### src/logic/adc_status_pkg.sv
// Constants for the converter status flag block
// Behaviour
// - Idle, calibration or conversion start sets ready_n
// - Sync falling edge with unread result sets ready_n
// - Ready_n rises four clocks before result write
// - Result arriving during data read is dropped
// - Error summary is OR of error flags
// - Error summary mirrored to FIFO status bit
// - Error summary clears itself when errors clear
// - Power-on flag reads one after reset
// - Status register read clears power-on flag
// - Four-bit field shows channel of held result
// - Channel field is binary setup slot index
// - Result or coefficient write clears ready_n
// - Data-ready pin low while ready_n is zero
// - Data read sets ready_n; coefficient reads don't
package adc_status_pkg;
  // ==========================================================
  // Register layout
  localparam logic [7:0] STATUS_OFFSET     = 8'h00;
  localparam int         READY_BIT         = 7;
  localparam int         ERR_BIT           = 6;
  localparam int         RSVD_BIT          = 5;
  localparam int         POR_BIT           = 4;
  localparam int         CH_WIDTH          = 4;
  localparam logic       READY_N_RESET     = 1'b0;
  localparam logic       POR_RESET         = 1'b1;
  localparam logic [3:0] CH_RESET          = 4'h0;
  // ==========================================================
  // Timing
  localparam int         WARN_LEAD_CYCLES  = 4;
  localparam logic [2:0] WARN_LEAD         = 3'(WARN_LEAD_CYCLES);
endpackage

### src/logic/adc_status_flags.sv
// Status register flag logic for the converter
`timescale 1ns/1ps
module adc_status_flags
  import adc_status_pkg::*;
#(
  parameter int ERR_WIDTH = 8
) (
  input  wire logic                 ref_clk,
  input  wire logic                 reset,
  input  wire logic                 enter_idle,
  input  wire logic                 cal_start,
  input  wire logic                 conv_start,
  input  wire logic                 result_pending,
  input  wire logic [CH_WIDTH-1:0]  result_channel,
  input  wire logic                 coef_write,
  input  wire logic                 sync_n_pin,
  input  wire logic                 data_read_active,
  input  wire logic                 data_read_done,
  input  wire logic                 status_read,
  input  wire logic [ERR_WIDTH-1:0] error_flags,
  output logic [7:0]                converter_status,
  output logic                      result_write,
  output logic                      result_dropped,
  output logic                      fifo_error_summary,
  output logic                      data_ready_n
);
  // ==========================================================
  // Sync pin
  logic sync_level;
  logic sync_prev;

  sync_pin_filter u_sync (
    .ref_clk (ref_clk),
    .reset   (reset),
    .pin     (sync_n_pin),
    .level   (sync_level)
  );

  wire sync_fall = sync_prev && !sync_level;

  // ==========================================================
  // Result write scheduling
  logic                result_not_ready_flag;
  logic                error_summary;
  logic                por_flag;
  logic [CH_WIDTH-1:0] result_channel_index;
  logic [CH_WIDTH-1:0] pend_channel;
  logic [2:0]          lead_count;
  logic                lead_busy;
  logic                unread;
  logic                next_ready_n;
  logic                next_error_summary;
  logic                next_por;
  logic [CH_WIDTH-1:0] next_channel;
  logic [CH_WIDTH-1:0] next_pend_channel;
  logic [2:0]          next_lead_count;
  logic                next_lead_busy;
  logic                next_unread;
  logic                next_result_write;
  logic                next_dropped;

  always_comb begin
    next_ready_n       = result_not_ready_flag;
    next_error_summary = |error_flags;
    next_por           = por_flag;
    next_channel       = result_channel_index;
    next_pend_channel  = pend_channel;
    next_lead_count    = lead_count;
    next_lead_busy     = lead_busy;
    next_unread        = unread;
    next_result_write  = 1'b0;
    next_dropped       = 1'b0;
    // Lead counter holds the result back so the host is warned first
    if (result_pending && !lead_busy) begin
      next_lead_busy    = 1'b1;
      next_lead_count   = WARN_LEAD - 3'd1;
      next_pend_channel = result_channel;
      next_ready_n      = 1'b1;
    end else if (lead_busy) begin
      if (lead_count != 3'd0) begin
        next_lead_count = lead_count - 3'd1;
      end else begin
        next_lead_busy = 1'b0;
        if (data_read_active) begin
          next_dropped = 1'b1;
        end else begin
          next_result_write = 1'b1;
          next_channel      = pend_channel;
          next_ready_n      = 1'b0;
          next_unread       = 1'b1;
        end
      end
    end
    if (coef_write) begin
      next_ready_n = 1'b0;
    end
    if (data_read_done) begin
      next_ready_n = 1'b1;
      // A result landing as a read ends stays unread
      next_unread  = next_result_write;
    end
    if (sync_fall && unread) begin
      next_ready_n = 1'b1;
    end
    if (enter_idle || cal_start || conv_start) begin
      next_ready_n = 1'b1;
    end
    // Lead also outranks a coefficient write landing with the request
    if (lead_busy || next_lead_busy) begin
      next_ready_n = next_result_write ? 1'b0 : 1'b1;
    end
    if (status_read) begin
      next_por = 1'b0;
    end
  end

  always_ff @(posedge ref_clk or posedge reset) begin
    if (reset) begin
      result_not_ready_flag <= READY_N_RESET;
      error_summary         <= 1'b0;
      por_flag              <= POR_RESET;
      result_channel_index  <= CH_RESET;
      pend_channel          <= CH_RESET;
      lead_count            <= 3'd0;
      lead_busy             <= 1'b0;
      unread                <= 1'b0;
      result_write          <= 1'b0;
      result_dropped        <= 1'b0;
      sync_prev             <= 1'b1;
    end else begin
      result_not_ready_flag <= next_ready_n;
      error_summary         <= next_error_summary;
      por_flag              <= next_por;
      result_channel_index  <= next_channel;
      pend_channel          <= next_pend_channel;
      lead_count            <= next_lead_count;
      lead_busy             <= next_lead_busy;
      unread                <= next_unread;
      result_write          <= next_result_write;
      result_dropped        <= next_dropped;
      sync_prev             <= sync_level;
    end
  end

  // ==========================================================
  // Register image and pins
  always_comb begin
    converter_status                     = 8'h00;
    converter_status[READY_BIT]          = result_not_ready_flag;
    converter_status[ERR_BIT]            = error_summary;
    converter_status[RSVD_BIT]           = 1'b0;
    converter_status[POR_BIT]            = por_flag;
    converter_status[CH_WIDTH-1:0]       = result_channel_index;
  end

  assign fifo_error_summary = error_summary;
  assign data_ready_n       = result_not_ready_flag;
endmodule

### src/logic/sync_pin_filter.sv
// Three-stage synchroniser for an external pin
`timescale 1ns/1ps
module sync_pin_filter (
  input  wire logic ref_clk,
  input  wire logic reset,
  input  wire logic pin,
  output logic      level
);
  logic s1;
  logic s2;
  logic s3;
  logic next_level;

  always_comb begin
    next_level = level;
    // Change counts only once two later stages agree
    if (s2 == s3) begin
      next_level = s2;
    end
  end

  always_ff @(posedge ref_clk or posedge reset) begin
    if (reset) begin
      s1    <= 1'b1;
      s2    <= 1'b1;
      s3    <= 1'b1;
      level <= 1'b1;
    end else begin
      s1    <= pin;
      s2    <= s1;
      s3    <= s2;
      level <= next_level;
    end
  end
endmodule
### config.mk
export PLATFORM = sky130hd
export DESIGN_NAME = adc_status_flags
export DESIGN_NICKNAME = d
export VERILOG_FILES = /design/src/logic/adc_status_pkg.sv /design/src/logic/adc_status_flags.sv /design/src/logic/sync_pin_filter.sv
export SDC_FILE = /design/constraint.sdc
export NUM_CORES = 1
export LEC_CHECK = 0
export BUFFER_PORTS_ARGS = -buffer_cell sky130_fd_sc_hd__clkbuf_2
export CAP_MARGIN = 25
export CORE_AREA = 3 3 65 67
export CTS_CLUSTER_SIZE = 28
export DETAILED_ROUTE_END_ITERATION = 10
export DIE_AREA = 0 0 68 70
export PLACE_DENSITY_LB_ADDON = 0.25
export SYNTH_ARGS = -nofsm -noshare
export SYNTH_HDL_FRONTEND = slang
export SYNTH_SLANG_ARGS = --single-unit
### constraint.sdc
create_clock -name ref_clk -period 1.85 [get_ports ref_clk]
set_input_delay 0.37 -clock ref_clk [delete_from_list [all_inputs] [get_ports ref_clk]]
set_output_delay 0.37 -clock ref_clk [all_outputs]
set_load 0.1 [all_outputs]
==> results of run 1 <==
==> logic make-up after synthesis <==
kind of cell / share of synthesized area (%)
multiplexers: 9.73
AND/OR/NAND/NOR: 11.9
buffers and inverters: 5.27
other: 0.405
adder cells (fa/ha/maj): 3.78
AO/OA/AOI/OAI: 5.95
flip-flops: 63.0
==> layer usage <==
metal	part of all wire (%)	GRT usage, %	vias to the layer above
li1	-	-	294
met1	44	8.22	276
met2	49	12.1	20
met3	7.0	2.89	0
met4	0	0	0
met5	0	0	-
==> synthesized netlist by cell type <==
cell | instances | area share [%]
dfstp_2 | 6 | 17
a31oi_1 | 1 | 0.68
nand2_1 | 2 | 0.81
nand2b_1 | 1 | 0.68
nor4_1 | 3 | 2.0
and2b_1 | 1 | 0.81
o21ai_0 | 1 | 0.54
o21a_1 | 1 | 0.81
nor2b_1 | 2 | 1.4
and4_1 | 1 | 0.95
buf_4 | 4 | 3.2
a21o_1 | 2 | 1.6
nor3b_4 | 1 | 2.0
conb_1 | 1 | 0.41
ha_1 | 2 | 2.7
a21oi_1 | 1 | 0.54
nor2_1 | 1 | 0.41
mux2_2 | 8 | 9.7
nand2b_4 | 1 | 1.5
dfrtp_1 | 17 | 46
nand3_1 | 1 | 0.54
o31ai_1 | 1 | 0.81
a41oi_1 | 1 | 0.95
maj3_1 | 1 | 1.1
nand3b_1 | 1 | 0.81
inv_1 | 5 | 2.0
==> tightest hold or removal path, delay by kind of cell <==
family | cells | cell delay (ns)
buffers and inverters | 3 | 0.40
==> layout by cell type, fill, tap and decap left out <==
cell      netlist  final
dfstp_2         6      6
nand2_1         2      2
nand3_1         1      1
conb_1          1      1
o31ai_1         1      1
mux2_2          8      8
o21a_1          1      1
clkbuf_2        0     33
and2b_1         1      1
a21oi_1         1      1
a31oi_1         1      1
nand2b_1        1      1
clkbuf_1        0      1
nand2b_4        1      1
and4_1          1      1
nor2_1          1      1
a41oi_1         1      1
nand3b_1        1      1
nor4_1          3      3
buf_4           4      1
nor3b_4         1      1
maj3_1          1      1
nor2b_1         2      2
dfrtp_1        17     17
clkbuf_8        0      3
ha_1            2      2
a21o_1          2      2
inv_1           5      5
o21ai_0         1      1
==> sequential cells by signal (all words and copies together) (netlist names) <==
register / count
u_sync.level: 1
fifo_error_summary: 1
result_dropped: 1
u_sync.s3: 1
por_flag: 1
unread: 1
sync_prev: 1
data_ready_n: 1
result_write: 1
pend_channel: 4
result_channel_index: 4
u_sync.s2: 1
lead_busy: 1
lead_count: 3
u_sync.s1: 1
==> area by class of cell <==
| cell class | instances | area [µm²] | share of cell area [%] |
|---|---|---|---|
| clock buffer | 4 | 45.0 | 3.84 |
| inverter | 5 | 18.8 | 1.60 |
| multi-input combinational | 35 | 294 | 25.1 |
| sequential | 23 | 583 | 49.7 |
| tap | 48 | 60.1 | 5.12 |
| timing repair buffer | 34 | 173 | 14.7 |
==> report_power, final <==
part           internal [mW]  total (mW)  switching, mW
Sequential             0.667       0.752         0.0850
Clock                  0.153       0.298          0.144
Combinational          0.250       0.906          0.656
==> worst min path at each step <==
stage | startpoint | endpoint | slack (ns) | cells after the start
floorplan | u_sync.s1 | u_sync.s2 | 0.35 | 0
global placement | u_sync.s1 | u_sync.s2 | 0.35 | 0
detailed placement | u_sync.s1 | u_sync.s2 | 0.35 | 0
CTS | reset | fifo_error_summary | 0.12 | 3
global route | reset | lead_count[2] | 0.17 | 3
finish | reset | lead_count[2] | 0.11 | 3
==> metrics by stage <==
step | cell area [µm²] | instances | hold WS (ns) | total power, mW | setup slack, ns
6_report | 1170 | 149 | 0.115 | 1.96 | 0.185
5_1_grt | 1170 | 149 | 0.169 | 2.07 | 0.0666
4_1_cts | 1170 | 149 | 0.124 | 1.99 | 0.165
3_5_place_dp | 1130 | 145 | 0.347 | 1.68 | 0.174
3_3_place_gp | 1130 | 145 | 0.349 | 1.66 | 0.218
2_1_floorplan | 926 | 67 | 0.345 | 1.52 | 0.140
==> flow_summary_export.csv, run 1 <==
group,metric,value,unit
grt,grt_pass1_wl,2.58,mm
floorplanning,initial_core_util,25.1,%
critical_path,crit_buf_inv,1,
route,drt-wirelength-per-cell,10.6,µm
clock_tree,path_clk_slew,0.08,ns
route,drtAntennaViolNets,0,
timing,hold_viol_final,0,
grt,antenna_found_initial,0,
clock_tree,cts_resized,0,
placed_design,io_buffer_count,33,
logic_synthesis,synth_seq_area_share,63.0,%
placed_design,post-dp-hpwl,1.25,mm
floorplanning,dieHeight,70,µm
pwr,peakVddDrop,0.500,mV
grt,grt_overflow,0,
logic_synthesis,synth_seq_cells,23,
timing,final.min_clock_period,1.66,ns
logic_synthesis,synth_cells,67,
floorplanning,rows,22,
timing,finalSetupViolations,0,
critical_path,cp-startpoint,"lead_count[0]",
critical_path,rrSetupSlack,0.19,ns
route,vias_per_cell,3.96,
critical_path,path_depth,5,
logic_synthesis,yosys_warnings,0,
critical_path,slowest_stage,"mux2_2",
route,initialDrtViolationCount,8,
clock_tree,cts-hold-fix-buffers,0,
route,routed_wirelength,1.57,mm
flow_run,cap_violations,0,
critical_path,cp_max_fo,7,
logic_synthesis,syn_avg_cell_area,13.8,µm²
final_layout,drive_above_1_share,52.5,%
final_layout,n_fill_cell,390,
floorplanning,core-area,0.00369,mm²
pwr,p_per_area,1670,mW/mm²
critical_path,crit_path_end_kind,"flip-flop",
timing,finalCritPeriodShare,90.0,%
clock_tree,cts_sinks,23,
logic_synthesis,synth_fp_nets,92,
clock_tree,cts_setup_buffers,0,
critical_path,worstSetupPathType,"flip-flop to flip-flop",
timing,fmaxAchievable,601,MHz
timing,rsz0062_at_grt,"false",
clock_tree,root_buffer,"clkbuf_8",
pwr,leakagePower,0.567,nW
route,dr_total_vias,590,
timing,final_max_slew_viol_count,0,
floorplanning,die_w,68,µm
critical_path,startpoint_type,"flip-flop",
clock_tree,cts_tree,"built",
critical_path,crit_chain,"inv_1 > ha_1 > nand2b_4 > nor3b_4 > mux2_2",
critical_path,crit_required,1.99,ns
final_layout,fin_nets,127,
critical_path,r2r-end,"result_channel_index[0]",
final_layout,final_util,31.8,%
critical_path,critPathArrivalTime,1.81,ns
clock_tree,htreeDepth,1,
route,drc,0,
run_status,status,"finished clean",
critical_path,critical_path.top_delay_family,"simple AND/OR/NAND/NOR gates",
clock_tree,clk_latency,0.26,ns
final_layout,antenna_cells,0,
placed_design,routabilityCongestion,0.695,
critical_path,slowest_delay,0.38,ns
grt,grt_use_total,6.90,%
clock_tree,cts_buffer_depth,2,
grt,grt_max_degree,24,
logic_synthesis,yosysUniqueCellTypes,26,
floorplanning,dieArea,0.00476,mm²
clock_tree,cts_buffers,3,
critical_path,r2r-start,"lead_count[0]",
grt,grt_pass1_vias,613,
timing,worst_slew_pin_slew,0.544,ns
critical_path,worstSetupEndpoint,"result_channel_index[0]",
timing,fin_worst_skew,0.00251,ns
hold_path,min_path_type,"input port to async pin",
final_layout,layout-area-overhead-vs-synth,26.8,%
logic_synthesis,syn_area,926,µm²
floorplanning,io-pin-count,35,
timing,slew_headroom,63.9,%
critical_path,reg2reg_depth,5,
route,firstDrtPassIters,3,
timing,fin_tns_setup,0,ns
No activity file was read; power rests on OpenSTA's default activity.
==> inputs of run 2 (changes only) <==
- CELL_PAD_IN_SITES_DETAIL_PLACEMENT: not set -> 0
- CELL_PAD_IN_SITES_GLOBAL_PLACEMENT: not set -> 1
- clock period: 1.85 -> 2.15 ns (I/O delays scaled with it)
==> run 2 against run 1 <==
Effect of this change:
- combinational power decreased by 14%
- critical path depth down 4
- core utilization did not move
- total power is 14% lower
- largest cell class unchanged
==> flow_summary_export.csv, run 2 (synthesized netlist as in run 1, its figures left out) <==
group,metric,value,unit
run_status,status,"finished clean",
floorplanning,core-area,0.00369,mm²
timing,final.min_clock_period,1.66,ns
timing,fin_worst_skew,0.00348,ns
placed_design,routabilityCongestion,0.673,
critical_path,crit_required,1.72,ns
final_layout,finish.instance_area,0.00117,mm²
pwr,p_per_area,1440,mW/mm²
clock_tree,cts_setup_buffers,0,
route,initialDrtViolationCount,15,
placed_design,place_area,0.00113,mm²
clock_tree,cts_resized,0,
final_layout,layout.cells.most_common,"clkbuf_2",
route,vias_per_cell,4.01,
route,dr_total_vias,598,
critical_path,crit_chain,"clkbuf_2",
pwr,peakVddDrop,0.595,mV
critical_path,slowest_delay,0.53,ns
timing,slew_headroom,63.8,%
floorplanning,rows,22,
timing,fmaxAchievable,603,MHz
pwr,internal-power,0.921,mW
floorplanning,die_w,68,µm
floorplanning,dieHeight,70,µm
pwr,leakagePower,0.567,nW
clock_tree,cts_buffer_depth,2,
route,routed_wirelength,1.56,mm
grt,grt_overflow,0,
pwr,pwr-share-seq,38.5,%
clock_tree,root_buffer,"clkbuf_8",
clock_tree,cts_buffers,3,
final_layout,top_regs,"pend_channel (4), result_channel_index (4), lead_count (3)",
final_layout,layout-area-overhead-vs-synth,26.8,%
timing,fin_tns_setup,0,ns
clock_tree,cts-hold-fix-buffers,0,
pwr,pwr-share-comb,46.0,%
critical_path,cp_max_fo,2,
clock_tree,htreeDepth,1,
timing,finalCritPeriodShare,77.1,%
clock_tree,cts_sinks,23,
critical_path,critical_path.top_delay_family,"flip-flops",
placed_design,post-dp-hpwl,1.24,mm
route,drtAntennaViolNets,0,
timing,rsz0062_at_grt,"false",
grt,grt_use_total,6.80,%
final_layout,fin_nets,127,
pwr,power_switching,0.764,mW
grt,grt_pass1_wl,2.52,mm
route,firstDrtPassIters,2,
hold_path,min_path_type,"input port to async pin",
clock_tree,cts_tree,"built",
clock_tree,path_clk_slew,0.08,ns
final_layout,final_util,31.8,%
floorplanning,io-pin-count,35,
route,drc,0,
floorplanning,dieArea,0.00476,mm²
grt,grt_pass1_vias,578,
flow_run,cap_violations,0,
pwr,swShare,45.3,%
critical_path,crit_buf_inv,1,
critical_path,worstSetupPathType,"flip-flop to output port",
floorplanning,initial_core_util,25.1,%
final_layout,most-common-layout-cells,"33 x clkbuf_2, 17 x dfrtp_1, 8 x mux2_2, 6 x dfstp_2, 5 x inv_1",
timing,hold_viol_final,0,
final_layout,n_fill_cell,384,
timing,finalSetupViolations,0,
critical_path,crit_path_end_kind,"output port",
critical_path,slowest_stage,"dfstp_2",
grt,antenna_found_initial,0,
clock_tree,clk_latency,0.26,ns
pwr,clkPwrFrac,15.5,%
placed_design,io_buffer_count,33,
grt,grt_max_degree,24,
final_layout,drive_above_1_share,52.5,%
critical_path,critPathArrivalTime,1.23,ns
timing,final_max_slew_viol_count,0,
timing,worst_slew_pin_slew,0.545,ns
route,drt-wirelength-per-cell,10.5,µm
final_layout,antenna_cells,0,
critical_path,startpoint_type,"flip-flop",
run 2: cell counts in the layout (fill, tap and decap cells not counted):
Identical to the previous run, type by type.
run 2: final cells by class:
cell class / count / area [µm²] / area share, %
sequential: 23 / 583 / 49.7
multi-input combinational: 35 / 294 / 25.1
timing repair buffer: 34 / 173 / 14.7
tap: 48 / 60.1 / 5.12
clock buffer: 4 / 45.0 / 3.84
inverter: 5 / 18.8 / 1.60
run 2: metal layers:
layer | global-route usage, % | routed length, µm
met5 | 0 | 0
met4 | 0 | 0
met3 | 3.70 | 164
met2 | 11.0 | 681
met1 | 8.39 | 715
run 2: path summary, 6_finish.rpt:
kind / endpoint / slack, ns / start / cells after the start
max in group asynchronous: por_flag / 1.70 / reset / 3
max reg2reg: result_channel_index[3] / 0.51 / lead_count[0] / 5
max: converter_status[4] / 0.49 / por_flag / 1
min reg2reg: u_sync.s2 / 0.36 / u_sync.s1 / 0
min in group ref_clk: u_sync.s1 / 0.25 / sync_n_pin / 1
min: result_channel_index[2] / 0.17 / reset / 3
run 2: stage by stage:
step | worst slack (ns) | hold slack, ns | instances | power, mW
6_report | 0.492 | 0.174 | 149 | 1.68
5_1_grt | 0.384 | 0.202 | 149 | 1.78
4_1_cts | 0.479 | 0.181 | 149 | 1.71
3_5_place_dp | 0.478 | 0.347 | 145 | 1.45
3_3_place_gp | 0.537 | 0.346 | 145 | 1.43
2_1_floorplan | 0.380 | 0.345 | 67 | 1.31
run 2: power groups by stage:
stage	combinational (mW)	sequential, mW	clock, mW
after floorplan	0.310	1.00	0
after global placement	0.774	0.659	0
after detailed placement	0.786	0.660	0
after CTS	0.786	0.653	0.272
after global routing	0.824	0.671	0.288
final	0.776	0.649	0.260
